[config.mk]
export PLATFORM = sky130hd
export DESIGN_NAME = data_operation_unit
export DESIGN_NICKNAME = d
export VERILOG_FILES = /design/src/calc_pkg.sv /design/src/data_operation_unit.sv /design/src/calc_engine.sv
export SDC_FILE = /design/constraint.sdc
export NUM_CORES = 1
export LEC_CHECK = 0
export ABC_AREA = 0
export BUFFER_PORTS_ARGS = -buffer_cell sky130_fd_sc_hd__buf_2
export CORE_UTILIZATION = 52
export DETAILED_ROUTE_END_ITERATION = 10
export PLACE_DENSITY = 0.7
export SETUP_SLACK_MARGIN = 0.15
export SYNTH_ARGS = -nofsm -noshare
export SYNTH_HDL_FRONTEND = slang
export SYNTH_SLANG_ARGS = --single-unit
[constraint.sdc]
create_clock -name clock -period 10.3 [get_ports clock]
set_clock_uncertainty 0.2 [all_clocks]
set_input_delay 2.06 -clock clock [delete_from_list [all_inputs] [get_ports clock]]
set_output_delay 2.06 -clock clock [all_outputs]
set_load 0.02 [all_outputs]
[src/calc_pkg.sv]
// constants, register map and field layout of the data operation unit
// Behaviour
// (RULE1) Compare, add and subtract work on 16-bit operands when the size bit is clear and 32-bit when it is set.
// (RULE2) The three-bit condition field in control bits 6..4 picks mismatch, match, less, greater, inside or outside.
// (RULE3) Less and greater test the operand against the first reference; inside and outside use first as low, second as high bound.
// (RULE4) A comparison that meets the selected condition raises the detection indication.
// (RULE5) An addition whose result passes FFFFh (16-bit) or FFFF FFFFh (32-bit) is reported as overflow.
// (RULE6) A subtraction whose result falls below zero at the selected size is reported as underflow.
// (RULE7) The event-link output pulses on detection, overflow and underflow alike.
// (RULE8) Control bit 7 enables the interrupt request; when clear no request is issued.
// (RULE9) The operand input register is a 32-bit readable and writable register feeding each operation.
// (RULE10) Two reference registers, first and second, are readable and writable and serve the comparisons.
// (RULE11) Detected occurrences show in a status register and are cleared by writing the status clear register.
// (RULE12) In module stop the unit is frozen: no operation runs and no event occurs.
// (RULE13) Each operand write starts one operation; add and subtract accumulate into the first reference.
package calc_pkg;

	// word-aligned byte addresses on the register bus
	localparam logic [4:0] OFS_CONTROL = 5'h00;
	localparam logic [4:0] OFS_OPERAND = 5'h04;
	localparam logic [4:0] OFS_REF_FIRST = 5'h08;
	localparam logic [4:0] OFS_REF_SECOND = 5'h0C;
	localparam logic [4:0] OFS_STATUS = 5'h10;
	localparam logic [4:0] OFS_STATUS_CLEAR = 5'h14;
	localparam logic [4:0] OFS_IRQ_MASK = 5'h18;
	localparam logic [4:0] OFS_STOP = 5'h1C;

	// control register fields
	localparam int CTL_MODE_LSB = 0;
	localparam int CTL_SIZE_BIT = 3;
	localparam int CTL_COND_LSB = 4;
	localparam int CTL_IEN_BIT = 7;

	// status, clear and mask share this layout
	localparam int ST_DETECT = 0;
	localparam int ST_OVERFLOW = 1;
	localparam int ST_UNDERFLOW = 2;

	// reset values
	localparam logic [7:0] CONTROL_RESET = 8'h00;
	localparam logic [31:0] DATA_RESET = 32'h00000000;
	localparam logic [2:0] STATUS_RESET = 3'h0;
	localparam logic [2:0] MASK_RESET = 3'h7;
	localparam logic STOP_RESET = 1'b0;

	// operation selected by control bits 1..0
	typedef enum logic [1:0]
	{
		OP_COMPARE = 2'b00,
		OP_ADD = 2'b01,
		OP_SUB = 2'b10,
		OP_NONE = 2'b11
	} op_mode_t;

	// detection conditions, codes 110 and 111 detect nothing
	typedef enum logic [2:0]
	{
		COND_MISMATCH = 3'b000,
		COND_MATCH = 3'b001,
		COND_LESS = 3'b010,
		COND_GREATER = 3'b011,
		COND_INSIDE = 3'b100,
		COND_OUTSIDE = 3'b101
	} detect_cond_t;

endpackage

[src/data_operation_unit.sv]
// data operation unit top: wishbone register file, operation sequencing, status and interrupt
`timescale 1ns/10ps
module data_operation_unit
(
	input wire logic clock,
	input wire logic rst,
	input wire logic cyc_i,
	input wire logic stb_i,
	input wire logic we_i,
	input wire logic [4:0] adr_i,
	input wire logic [3:0] sel_i,
	input wire logic [31:0] dat_i,
	output logic [31:0] dat_o,
	output logic ack_o,
	output logic calc_irq,
	output logic event_link_pulse
);
	typedef struct packed
	{
		logic ack;
		logic [31:0] rdata;
		logic [7:0] calc_control;
		logic [31:0] operand_input;
		logic [31:0] reference_first;
		logic [31:0] reference_second;
		logic [2:0] calc_status;
		logic [2:0] irq_mask;
		logic stopped;
		logic pending;
		logic irq;
		logic event_pulse;
	} unit_state_t;

	unit_state_t st;
	unit_state_t next_st;
	logic access;
	logic wr;
	logic eng_detect;
	logic eng_overflow;
	logic eng_underflow;
	logic [31:0] eng_result;
	logic [2:0] events;
	logic [2:0] clear_bits;
	logic [31:0] rd_mux;

	// byte-lane merge of a bus write into a 32-bit register
	function automatic logic [31:0] merge_lanes(input logic [31:0] old, input logic [31:0] wdat,
		input logic [3:0] sel);
		logic [31:0] res;
		res = old;
		for (int i = 0; i < 4; i++)
		begin
			if (sel[i])
			begin
				res[i*8 +: 8] = wdat[i*8 +: 8];
			end
		end
		return res;
	endfunction

	// datapath always works from the registered copies, one cycle after the operand write
	calc_engine calc_engine_inst
	(
		.operand(st.operand_input), // RULE9
		.reference_first(st.reference_first), // RULE10
		.reference_second(st.reference_second), // RULE10
		.operand_size_sel(st.calc_control[calc_pkg::CTL_SIZE_BIT]), // RULE1
		.detect_cond_sel(st.calc_control[calc_pkg::CTL_COND_LSB +: 3]), // RULE2
		.mode(st.calc_control[calc_pkg::CTL_MODE_LSB +: 2]),
		.detect(eng_detect),
		.overflow(eng_overflow),
		.underflow(eng_underflow),
		.result(eng_result)
	);

	// one access per request; ack is never given twice in a row, so the master can drop stb
	assign access = cyc_i && stb_i && !st.ack;
	assign wr = access && we_i;

	// read data selection; unmapped and clear-only words read zero
	always_comb
	begin
		case (adr_i)
			calc_pkg::OFS_CONTROL: rd_mux = {24'h000000, st.calc_control};
			calc_pkg::OFS_OPERAND: rd_mux = st.operand_input; // RULE9
			calc_pkg::OFS_REF_FIRST: rd_mux = st.reference_first; // RULE10
			calc_pkg::OFS_REF_SECOND: rd_mux = st.reference_second; // RULE10
			calc_pkg::OFS_STATUS: rd_mux = {29'h0000000, st.calc_status}; // RULE11
			calc_pkg::OFS_IRQ_MASK: rd_mux = {29'h0000000, st.irq_mask};
			calc_pkg::OFS_STOP: rd_mux = {31'h0000000, st.stopped};
			default: rd_mux = 32'h00000000;
		endcase
	end

	// events of the running operation; a frozen unit produces none
	assign events = (st.pending && !st.stopped) ? {eng_underflow, eng_overflow, eng_detect} : 3'h0; // RULE12

	// write-one-to-clear from either the clear word or the status word itself
	assign clear_bits = (wr && sel_i[0] && (adr_i == calc_pkg::OFS_STATUS_CLEAR || adr_i == calc_pkg::OFS_STATUS))
		? dat_i[2:0] : 3'h0; // RULE11

	// next-state logic for the whole unit
	always_comb
	begin
		next_st = st;
		next_st.ack = 1'b0;
		next_st.event_pulse = 1'b0;
		next_st.pending = 1'b0;
		if (access)
		begin
			next_st.ack = 1'b1;
			next_st.rdata = rd_mux;
		end
		// the stop word stays writable so software can wake the unit
		if (wr && adr_i == calc_pkg::OFS_STOP && sel_i[0])
		begin
			next_st.stopped = dat_i[0]; // RULE12
		end
		// every other register is frozen while stopped, as if its clock were halted
		if (wr && !st.stopped)
		begin
			case (adr_i)
				calc_pkg::OFS_CONTROL:
				begin
					if (sel_i[0])
					begin
						next_st.calc_control = dat_i[7:0];
					end
				end
				calc_pkg::OFS_OPERAND:
				begin
					next_st.operand_input = merge_lanes(st.operand_input, dat_i, sel_i); // RULE9
					next_st.pending = 1'b1; // RULE13
				end
				calc_pkg::OFS_REF_FIRST: next_st.reference_first = merge_lanes(st.reference_first, dat_i, sel_i);
				calc_pkg::OFS_REF_SECOND: next_st.reference_second = merge_lanes(st.reference_second, dat_i, sel_i);
				calc_pkg::OFS_IRQ_MASK:
				begin
					if (sel_i[0])
					begin
						next_st.irq_mask = dat_i[2:0];
					end
				end
				default: next_st.pending = 1'b0;
			endcase
		end
		// arithmetic accumulates into the first reference
		if (st.pending && !st.stopped)
		begin
			if (st.calc_control[calc_pkg::CTL_MODE_LSB +: 2] == calc_pkg::OP_ADD
				|| st.calc_control[calc_pkg::CTL_MODE_LSB +: 2] == calc_pkg::OP_SUB)
			begin
				next_st.reference_first = eng_result; // RULE13
			end
		end
		// a set arriving with its clear wins, so no occurrence is lost
		if (!st.stopped)
		begin
			next_st.calc_status = (st.calc_status & ~clear_bits) | events; // RULE11
		end
		next_st.event_pulse = |events; // RULE7
		next_st.irq = next_st.calc_control[calc_pkg::CTL_IEN_BIT] && |(next_st.calc_status & next_st.irq_mask); // RULE8
	end

	// single register stage for all state
	always_ff @(posedge clock)
	begin
		if (rst)
		begin
			st.ack <= 1'b0;
			st.rdata <= calc_pkg::DATA_RESET;
			st.calc_control <= calc_pkg::CONTROL_RESET;
			st.operand_input <= calc_pkg::DATA_RESET;
			st.reference_first <= calc_pkg::DATA_RESET;
			st.reference_second <= calc_pkg::DATA_RESET;
			st.calc_status <= calc_pkg::STATUS_RESET;
			st.irq_mask <= calc_pkg::MASK_RESET;
			st.stopped <= calc_pkg::STOP_RESET;
			st.pending <= 1'b0;
			st.irq <= 1'b0;
			st.event_pulse <= 1'b0;
		end
		else
		begin
			st <= next_st;
		end
	end

	assign dat_o = st.rdata;
	assign ack_o = st.ack;
	assign calc_irq = st.irq;
	assign event_link_pulse = st.event_pulse;

	// checks next to the logic they guard
	logic [32:0] chk_sum32;
	logic [16:0] chk_sum16;
	logic [1:0] chk_mode;
	assign chk_sum32 = {1'b0, st.reference_first} + {1'b0, st.operand_input};
	assign chk_sum16 = {1'b0, st.reference_first[15:0]} + {1'b0, st.operand_input[15:0]};
	assign chk_mode = st.calc_control[calc_pkg::CTL_MODE_LSB +: 2];
endmodule

[src/calc_engine.sv]
// combinational compare, add and subtract datapath
`timescale 1ns/10ps
module calc_engine
(
	input wire logic [31:0] operand,
	input wire logic [31:0] reference_first,
	input wire logic [31:0] reference_second,
	input wire logic operand_size_sel,
	input wire logic [2:0] detect_cond_sel,
	input wire logic [1:0] mode,
	output logic detect,
	output logic overflow,
	output logic underflow,
	output logic [31:0] result
);
	logic [31:0] a;
	logic [31:0] r0;
	logic [31:0] r1;
	logic [32:0] sum;
	logic [32:0] diff;
	logic hit;

	// narrow operands lose their upper half so 16-bit mode ignores stale high bits
	assign a = operand_size_sel ? operand : {16'h0000, operand[15:0]}; // RULE1
	assign r0 = operand_size_sel ? reference_first : {16'h0000, reference_first[15:0]}; // RULE1
	assign r1 = operand_size_sel ? reference_second : {16'h0000, reference_second[15:0]}; // RULE1
	assign sum = {1'b0, r0} + {1'b0, a};
	assign diff = {1'b0, r0} - {1'b0, a};

	// condition decode; prohibited codes never detect
	always_comb
	begin
		case (calc_pkg::detect_cond_t'(detect_cond_sel)) // RULE2
			calc_pkg::COND_MISMATCH: hit = (a != r0);
			calc_pkg::COND_MATCH: hit = (a == r0);
			calc_pkg::COND_LESS: hit = (a < r0); // RULE3
			calc_pkg::COND_GREATER: hit = (a > r0); // RULE3
			calc_pkg::COND_INSIDE: hit = (r0 < a) && (a < r1); // RULE3
			calc_pkg::COND_OUTSIDE: hit = (a < r0) || (r1 < a); // RULE3
			default: hit = 1'b0;
		endcase
	end

	// results per operation; the sum is cut to the chosen width
	always_comb
	begin
		detect = 1'b0;
		overflow = 1'b0;
		underflow = 1'b0;
		result = r0;
		case (calc_pkg::op_mode_t'(mode))
			calc_pkg::OP_COMPARE: detect = hit; // RULE4
			calc_pkg::OP_ADD:
			begin
				overflow = operand_size_sel ? sum[32] : sum[16]; // RULE5
				result = operand_size_sel ? sum[31:0] : {16'h0000, sum[15:0]};
			end
			calc_pkg::OP_SUB:
			begin
				underflow = (a > r0); // RULE6
				result = operand_size_sel ? diff[31:0] : {16'h0000, diff[15:0]};
			end
			default: result = r0;
		endcase
	end
endmodule

==> After elaboration in Yosys (flattened, before gate mapping) <==
Index checks and enable logic that the tools add are counted.
{ "totals": {"regBits": 147, "inputBits": 46, "output_inout_bits": 35, "word_cells": 118} }
{ "op_classes": {"add_sub_neg": 2, "order_cmp": 5, "n_eq_ne": 16, "n_mux": 40, "bitwise": 5, "reduce_logical": 31} }
{ "op_table": {"columns": ["op", "count"], "rows": [
  ["$mux W32", 10],
  ["$pmux W32 S7", 1],
  ["$lt A32 B32 Y1", 4],
  ["$mux W8", 14],
  ["$mux W104", 1],
  ["$pmux W32 S2", 1],
  ["$add A32 B32 Y33", 1],
  ["$mux W33", 1],
  ["$eq A32 B32 Y1", 1],
  ["$gt A32 B32 Y1", 1],
  ["$ne A32 B32 Y1", 1],
  ["$sub A32 B32 Y32", 1],
  ["$reduce_and A3 Y1", 9],
  ["$eq A5 B5 Y1 const B", 4],
  ["$mux W3", 6],
  ["$logic_and A1 B1 Y1", 11],
  ["$eq A5 B4 Y1 const B", 2],
  ["$and A3 B3 Y3", 2],
  ["$eq A3 B2 Y1 const B", 2],
  ["$eq A3 B3 Y1 const B", 2],
  ["$pmux W1 S6", 1],
  ["$reduce_or A3 Y1", 2],
  ["$eq A5 B3 Y1 const B", 1],
  ["$logic_not A5 Y1", 1],
  ["12 further kinds", 19]
]} }

==> Depth between registers and ports, before layout <==
{ "depth": {"word_depth": 13, "ltp_mapped": 15, "depth_no_buf": 13} }

==> Hierarchy <==
From an unflattened synthesis, not the netlist that was laid out.
{ "hier_totals": {"hier_cells": 1547, "area_unflattened_um2": 12189.2} }
{ "by_module_without_submodules": {"columns": ["mod", "instances", "cells_per_inst", "area_each_um2", "seq_area_each_um2"], "rows": [
  ["data_operation_unit", 1, 681, 6387.4, 2942.8],
  ["calc_engine", 1, 866, 5801.8, 0.0]
]} }

==> Worst setup path before layout <==
No wires, ideal clock.
{ "synth_path": {"path_type": "input-to-reg", "start": "input port adr_i[3]", "end": "register st[66] (netlist name)", "setup_ps": 132, "arrival_time_ps": 4263, "t_required_ps": 9968, "slack_ps": 5704, "stages": 7, "cell_sequence": "clkbuf_1 nand2_1 nor3_1 nand3_1 mux2_2 a222oi_1 a21oi_1"} }
{ "synth_via": {"elab_chain_len": 5} }
{ "synth_rtl": {"columns": ["element", "line_no", "rtl"], "rows": [
  ["start: declaration", "data_operation_unit.sv:10", "input wire logic [4:0] adr_i,"],
  ["$eq A5 B4 Y1 *", "data_operation_unit.sv:122", "case (adr_i)"],
  ["$mux W32 *", "data_operation_unit.sv:122", null],
  ["$mux W104 *", "data_operation_unit.sv:120", "if (wr && !st.stopped)"],
  ["$mux W32", "data_operation_unit.sv:150", "if (st.calc_control[calc_pkg::CTL_MODE_LSB +: 2] == calc_pkg::OP_ADD"],
  ["$mux W32 *", "data_operation_unit.sv:148", "if (st.pending && !st.stopped)"]
]} }
Every way passes the cells marked *; elsewhere a longest branch is shown, timed or not.
A chain may end at the register's enable or synchronous reset.

==> Worst setup path in the final report <==
{ "layout_path": {"start": "register st[109] (netlist name)", "end": "register st[72] (netlist name)"} }
{ "layout_via": {"elab_chain_len": 6, "elab_cells_between_ends": 9, "classes_between": "add/sub (2); mux (7)"} }
{ "layout_rtl": {"columns": ["element", "line_no", "rtl"], "rows": [
  ["start: declaration", "data_operation_unit.sv:34", "unit_state_t st;"],
  ["start signal: assignment", "data_operation_unit.sv:185", "st <= next_st;"],
  ["$mux W32 (on tied branches)", "calc_engine.sv:25, calc_engine.sv:24", null],
  ["$sub A32 B32 Y32 / $add A32 B32 Y33 (equally long branches)", "calc_engine.sv:28, calc_engine.sv:27", null],
  ["$mux W32 (on tied branches)", "calc_engine.sv:61, calc_engine.sv:56", null],
  ["$pmux W32 S2 *", "calc_engine.sv:51", "case (calc_pkg::op_mode_t'(mode))"],
  ["$mux W32 *", "data_operation_unit.sv:150", null],
  ["$mux W32 *", "data_operation_unit.sv:148", null]
]} }
Marked as above.

==> out/summary.txt <==
Status -> complete, no violations
Commonest non-fill, non-tap cells in the layout -> 194 x nor2_1, 149 x a21oi_1, 146 x dfxtp_1
EDFF count, synth -> 0
WP data arrival -> 4.59 ns
Reg2Reg Launch Point -> st[109]$_SDFFE_PP0P_
GRT overflow -> 0
Commonest non-fill, non-tap cell in the layout -> nor2_1
DP HPWL -> 27300 um
Syn_area_per_cell -> 7.58 um^2
Drt initial violations -> 1237
Final TNS setup -> 0 ns
Slew HR -> 0.289
Post-synthesis sequential area ratio -> 0.261
Yosys cell types -> 74
TritonCTS Buffers -> 17
Worst Hold Class -> reg -> reg
Post-CTS Resized -> 0
Syn Nets -> 1630
First-pass GRT wire length -> 57700 um
Mapped Area -> 0.0113 mm^2
DRC errors left -> 0
DIE AREA -> 0.0222 mm^2
Reg2Reg Depth -> 12
Max Freq -> 225 MHz
Max-slew violations -> 0
Reg-to-reg slack, setup -> 5.86 ns
CP Capture Type -> flip-flop
Hold path start -> st[108]$_SDFFE_PP0P_
TritonCTS clock tree -> built
Cells after Synth -> 1484
Slew @ Worst Pin -> 1.06 ns
Final Worst Setup Slack -> 5.86 ns
MaxCap Viol Count -> 0
Crit Path Category -> reg -> reg
Chip height -> 149 um
Core area -> 0.0212 mm^2
Post-synth top area share -> 0.261
Dominant cell type by area after synthesis -> dfxtp_1
RePlAce Congestion -> 0.942
Ys flop type -> dfxtp_1
Port bufs -> 80
Ys async rst share -> 0
Final hold violation count -> 0
Post-CTS Hold Buffers -> 0
P per Cell Area -> 102 mW/mm^2
Area after DPL -> 0.0115 mm^2
Layout cells sized above 1 -> 0.0962
Critical Path RT -> 10.46 ns
Worst setup SP type -> flip-flop
Top cells by area, synth -> dfxtp_1 26%, ha_1 11%, a21oi_1 6.6%
Largest net degree at the start of global routing -> 87
Routed Wire Length -> 37100 um
Starting Density -> 0.532
Antenna Nets Post-Route -> 0
Nets@finish -> 1621
Cell area after layout -> 0.0121 mm^2
Crit Path Max Fanout -> 61
DIE WIDTH -> 149 um
Initial antenna violation count -> 1
Leakage -> 5.42 nW
Final Setup Violations -> 0
Place WS -> 5.53 ns
Clock Latency Late Sink -> 0.44 ns
Worst Hold Depth -> 2
Maximum vdd drop -> 0.103 mV
Postcts setup bufs -> 0
# clock sinks -> 147
Site Rows -> 53
Clk root buf -> clkbuf_16
Synthesis Warnings -> 0
Worst reg2reg path endpoint -> st[72]$_SDFF_PP0_
GRT Overall Usage -> 0.337
Drt pass-1 iters -> 7
Synthesis-to-layout area growth -> 7.39%
Worst Hold End -> st[108]$_SDFFE_PP0P_
Avg Vias per Cell -> 6.39
Reg clk slew, reported paths -> 0.07 ns
I/O Pins -> 81
Final worst path period share -> 0.431
Final min period -> 4.44 ns
WL per Instance -> 21.0 um
Via count -> 11270
Yosys reg bits -> 147
Max clock buf depth -> 2
CTS H-Tree Depth -> 4
Vias in the first global route -> 10454
RSZ-0062 raised after global routing -> false
worst max-delay path: stages (launching register included):
cell       delay (ns)
dfxtp_2          0.35
buf_4            0.50
nand2_1          0.19
ha_1             0.48
nor2_1           0.15
a221oi_1         0.42
o21ai_0          0.23
nand2_1          0.14
o2111ai_1        0.31
a41oi_1          0.49
nor4b_1          0.42
o221ai_1         0.20
nor3b_1          0.23
cell families (layout without fill, tap and decap cells):
group,after synthesis,after routing,synth area share
simple gates,494,494,0.198
compound gates,427,427,0.258
buf+inv,219,222,0.0839
flops,147,147,0.261
fa+ha+maj,100,100,0.112
mux,75,75,0.0684
xor+xnor,22,22,0.0171
other cells,0,1,0
stage by stage:
step,utilization,std cells,power (W),hold WS [ns]
floorplan,-,1484,0.000613,0.234
global placement,0.545,1731,0.000638,0.260
detailed placement,0.545,1731,0.000638,0.252
CTS,0.571,1762,0.00124,0.262
global route,0.571,1763,0.00127,0.294
finish,0.571,1763,0.00124,0.275
power by group:
part,switching [W],internal [W],leakage (nW)
combinational,0.0000402,0.0000171,3.97
clock,0.000288,0.000322,0.270
sequential,0.000000658,0.000569,1.18
worst max-delay path by stage:
| stage | start | cells past startpoint | slack, ns | end |
|---|---|---|---|---|
| global placement | adr_i[1] | 9 | 5.60 | st[66]$_SDFF_PP0_ |
| CTS | adr_i[1] | 9 | 5.97 | st[66]$_SDFF_PP0_ |
| global route | st[109]$_SDFFE_PP0P_ | 12 | 5.70 | st[72]$_SDFF_PP0_ |
| finish | st[109]$_SDFFE_PP0P_ | 12 | 5.86 | st[72]$_SDFF_PP0_ |
| detailed placement | adr_i[1] | 9 | 5.53 | st[66]$_SDFF_PP0_ |
| floorplan | adr_i[3] | 7 | 5.70 | st[66]$_SDFF_PP0_ |
synthesized netlist by cell type, types with 8 or more instances:
master / count
buf_4: 32
nand3_1: 35
a31oi_1: 12
nor3_1: 27
xnor2_1: 20
nand2_1: 132
nor4_1: 10
clkbuf_1: 84
o21a_1: 8
o21bai_1: 12
a21o_1: 21
dfxtp_1: 147
o22ai_1: 9
nor2_1: 194
o21ai_0: 45
inv_1: 98
nor2b_1: 8
a211oi_1: 30
and2_1: 25
a21oi_1: 149
a222oi_1: 30
a221oi_1: 15
nand2b_1: 13
o211ai_1: 15
o31ai_1: 9
mux2i_1: 69
nand4_1: 11
and3_1: 11
ha_1: 98
o221ai_1: 9
state kept, by name, summed over array words and instances (netlist names):
| signal | count |
|---|---|
| calc_irq | 1 |
| event_link_pulse | 1 |
| st | 110 |
| chk_mode | 2 |
| dat_o | 32 |
| ack_o | 1 |
final cells by class:
cell class | count | area [um^2]
fill | 2014 | 9070
multi-input combinational | 1118 | 7380
sequential | 147 | 2940
timing repair buffer | 92 | 493
clock buffer | 18 | 439
inverter | 99 | 372
tap | 275 | 344
clock inverter | 13 | 115
antenna | 1 | 2.50
per-layer routing:
| metal | global-route usage | vias up | share of wire |
|---|---|---|---|
| li1 | - | 5321 | - |
| met1 | 0.457 | 5313 | 0.43 |
| met2 | 0.520 | 550 | 0.45 |
| met3 | 0.0502 | 86 | 0.078 |
| met4 | 0.165 | 0 | 0.040 |
| met5 | 0 | - | 0 |
Power figures use the tool's default switching activity.
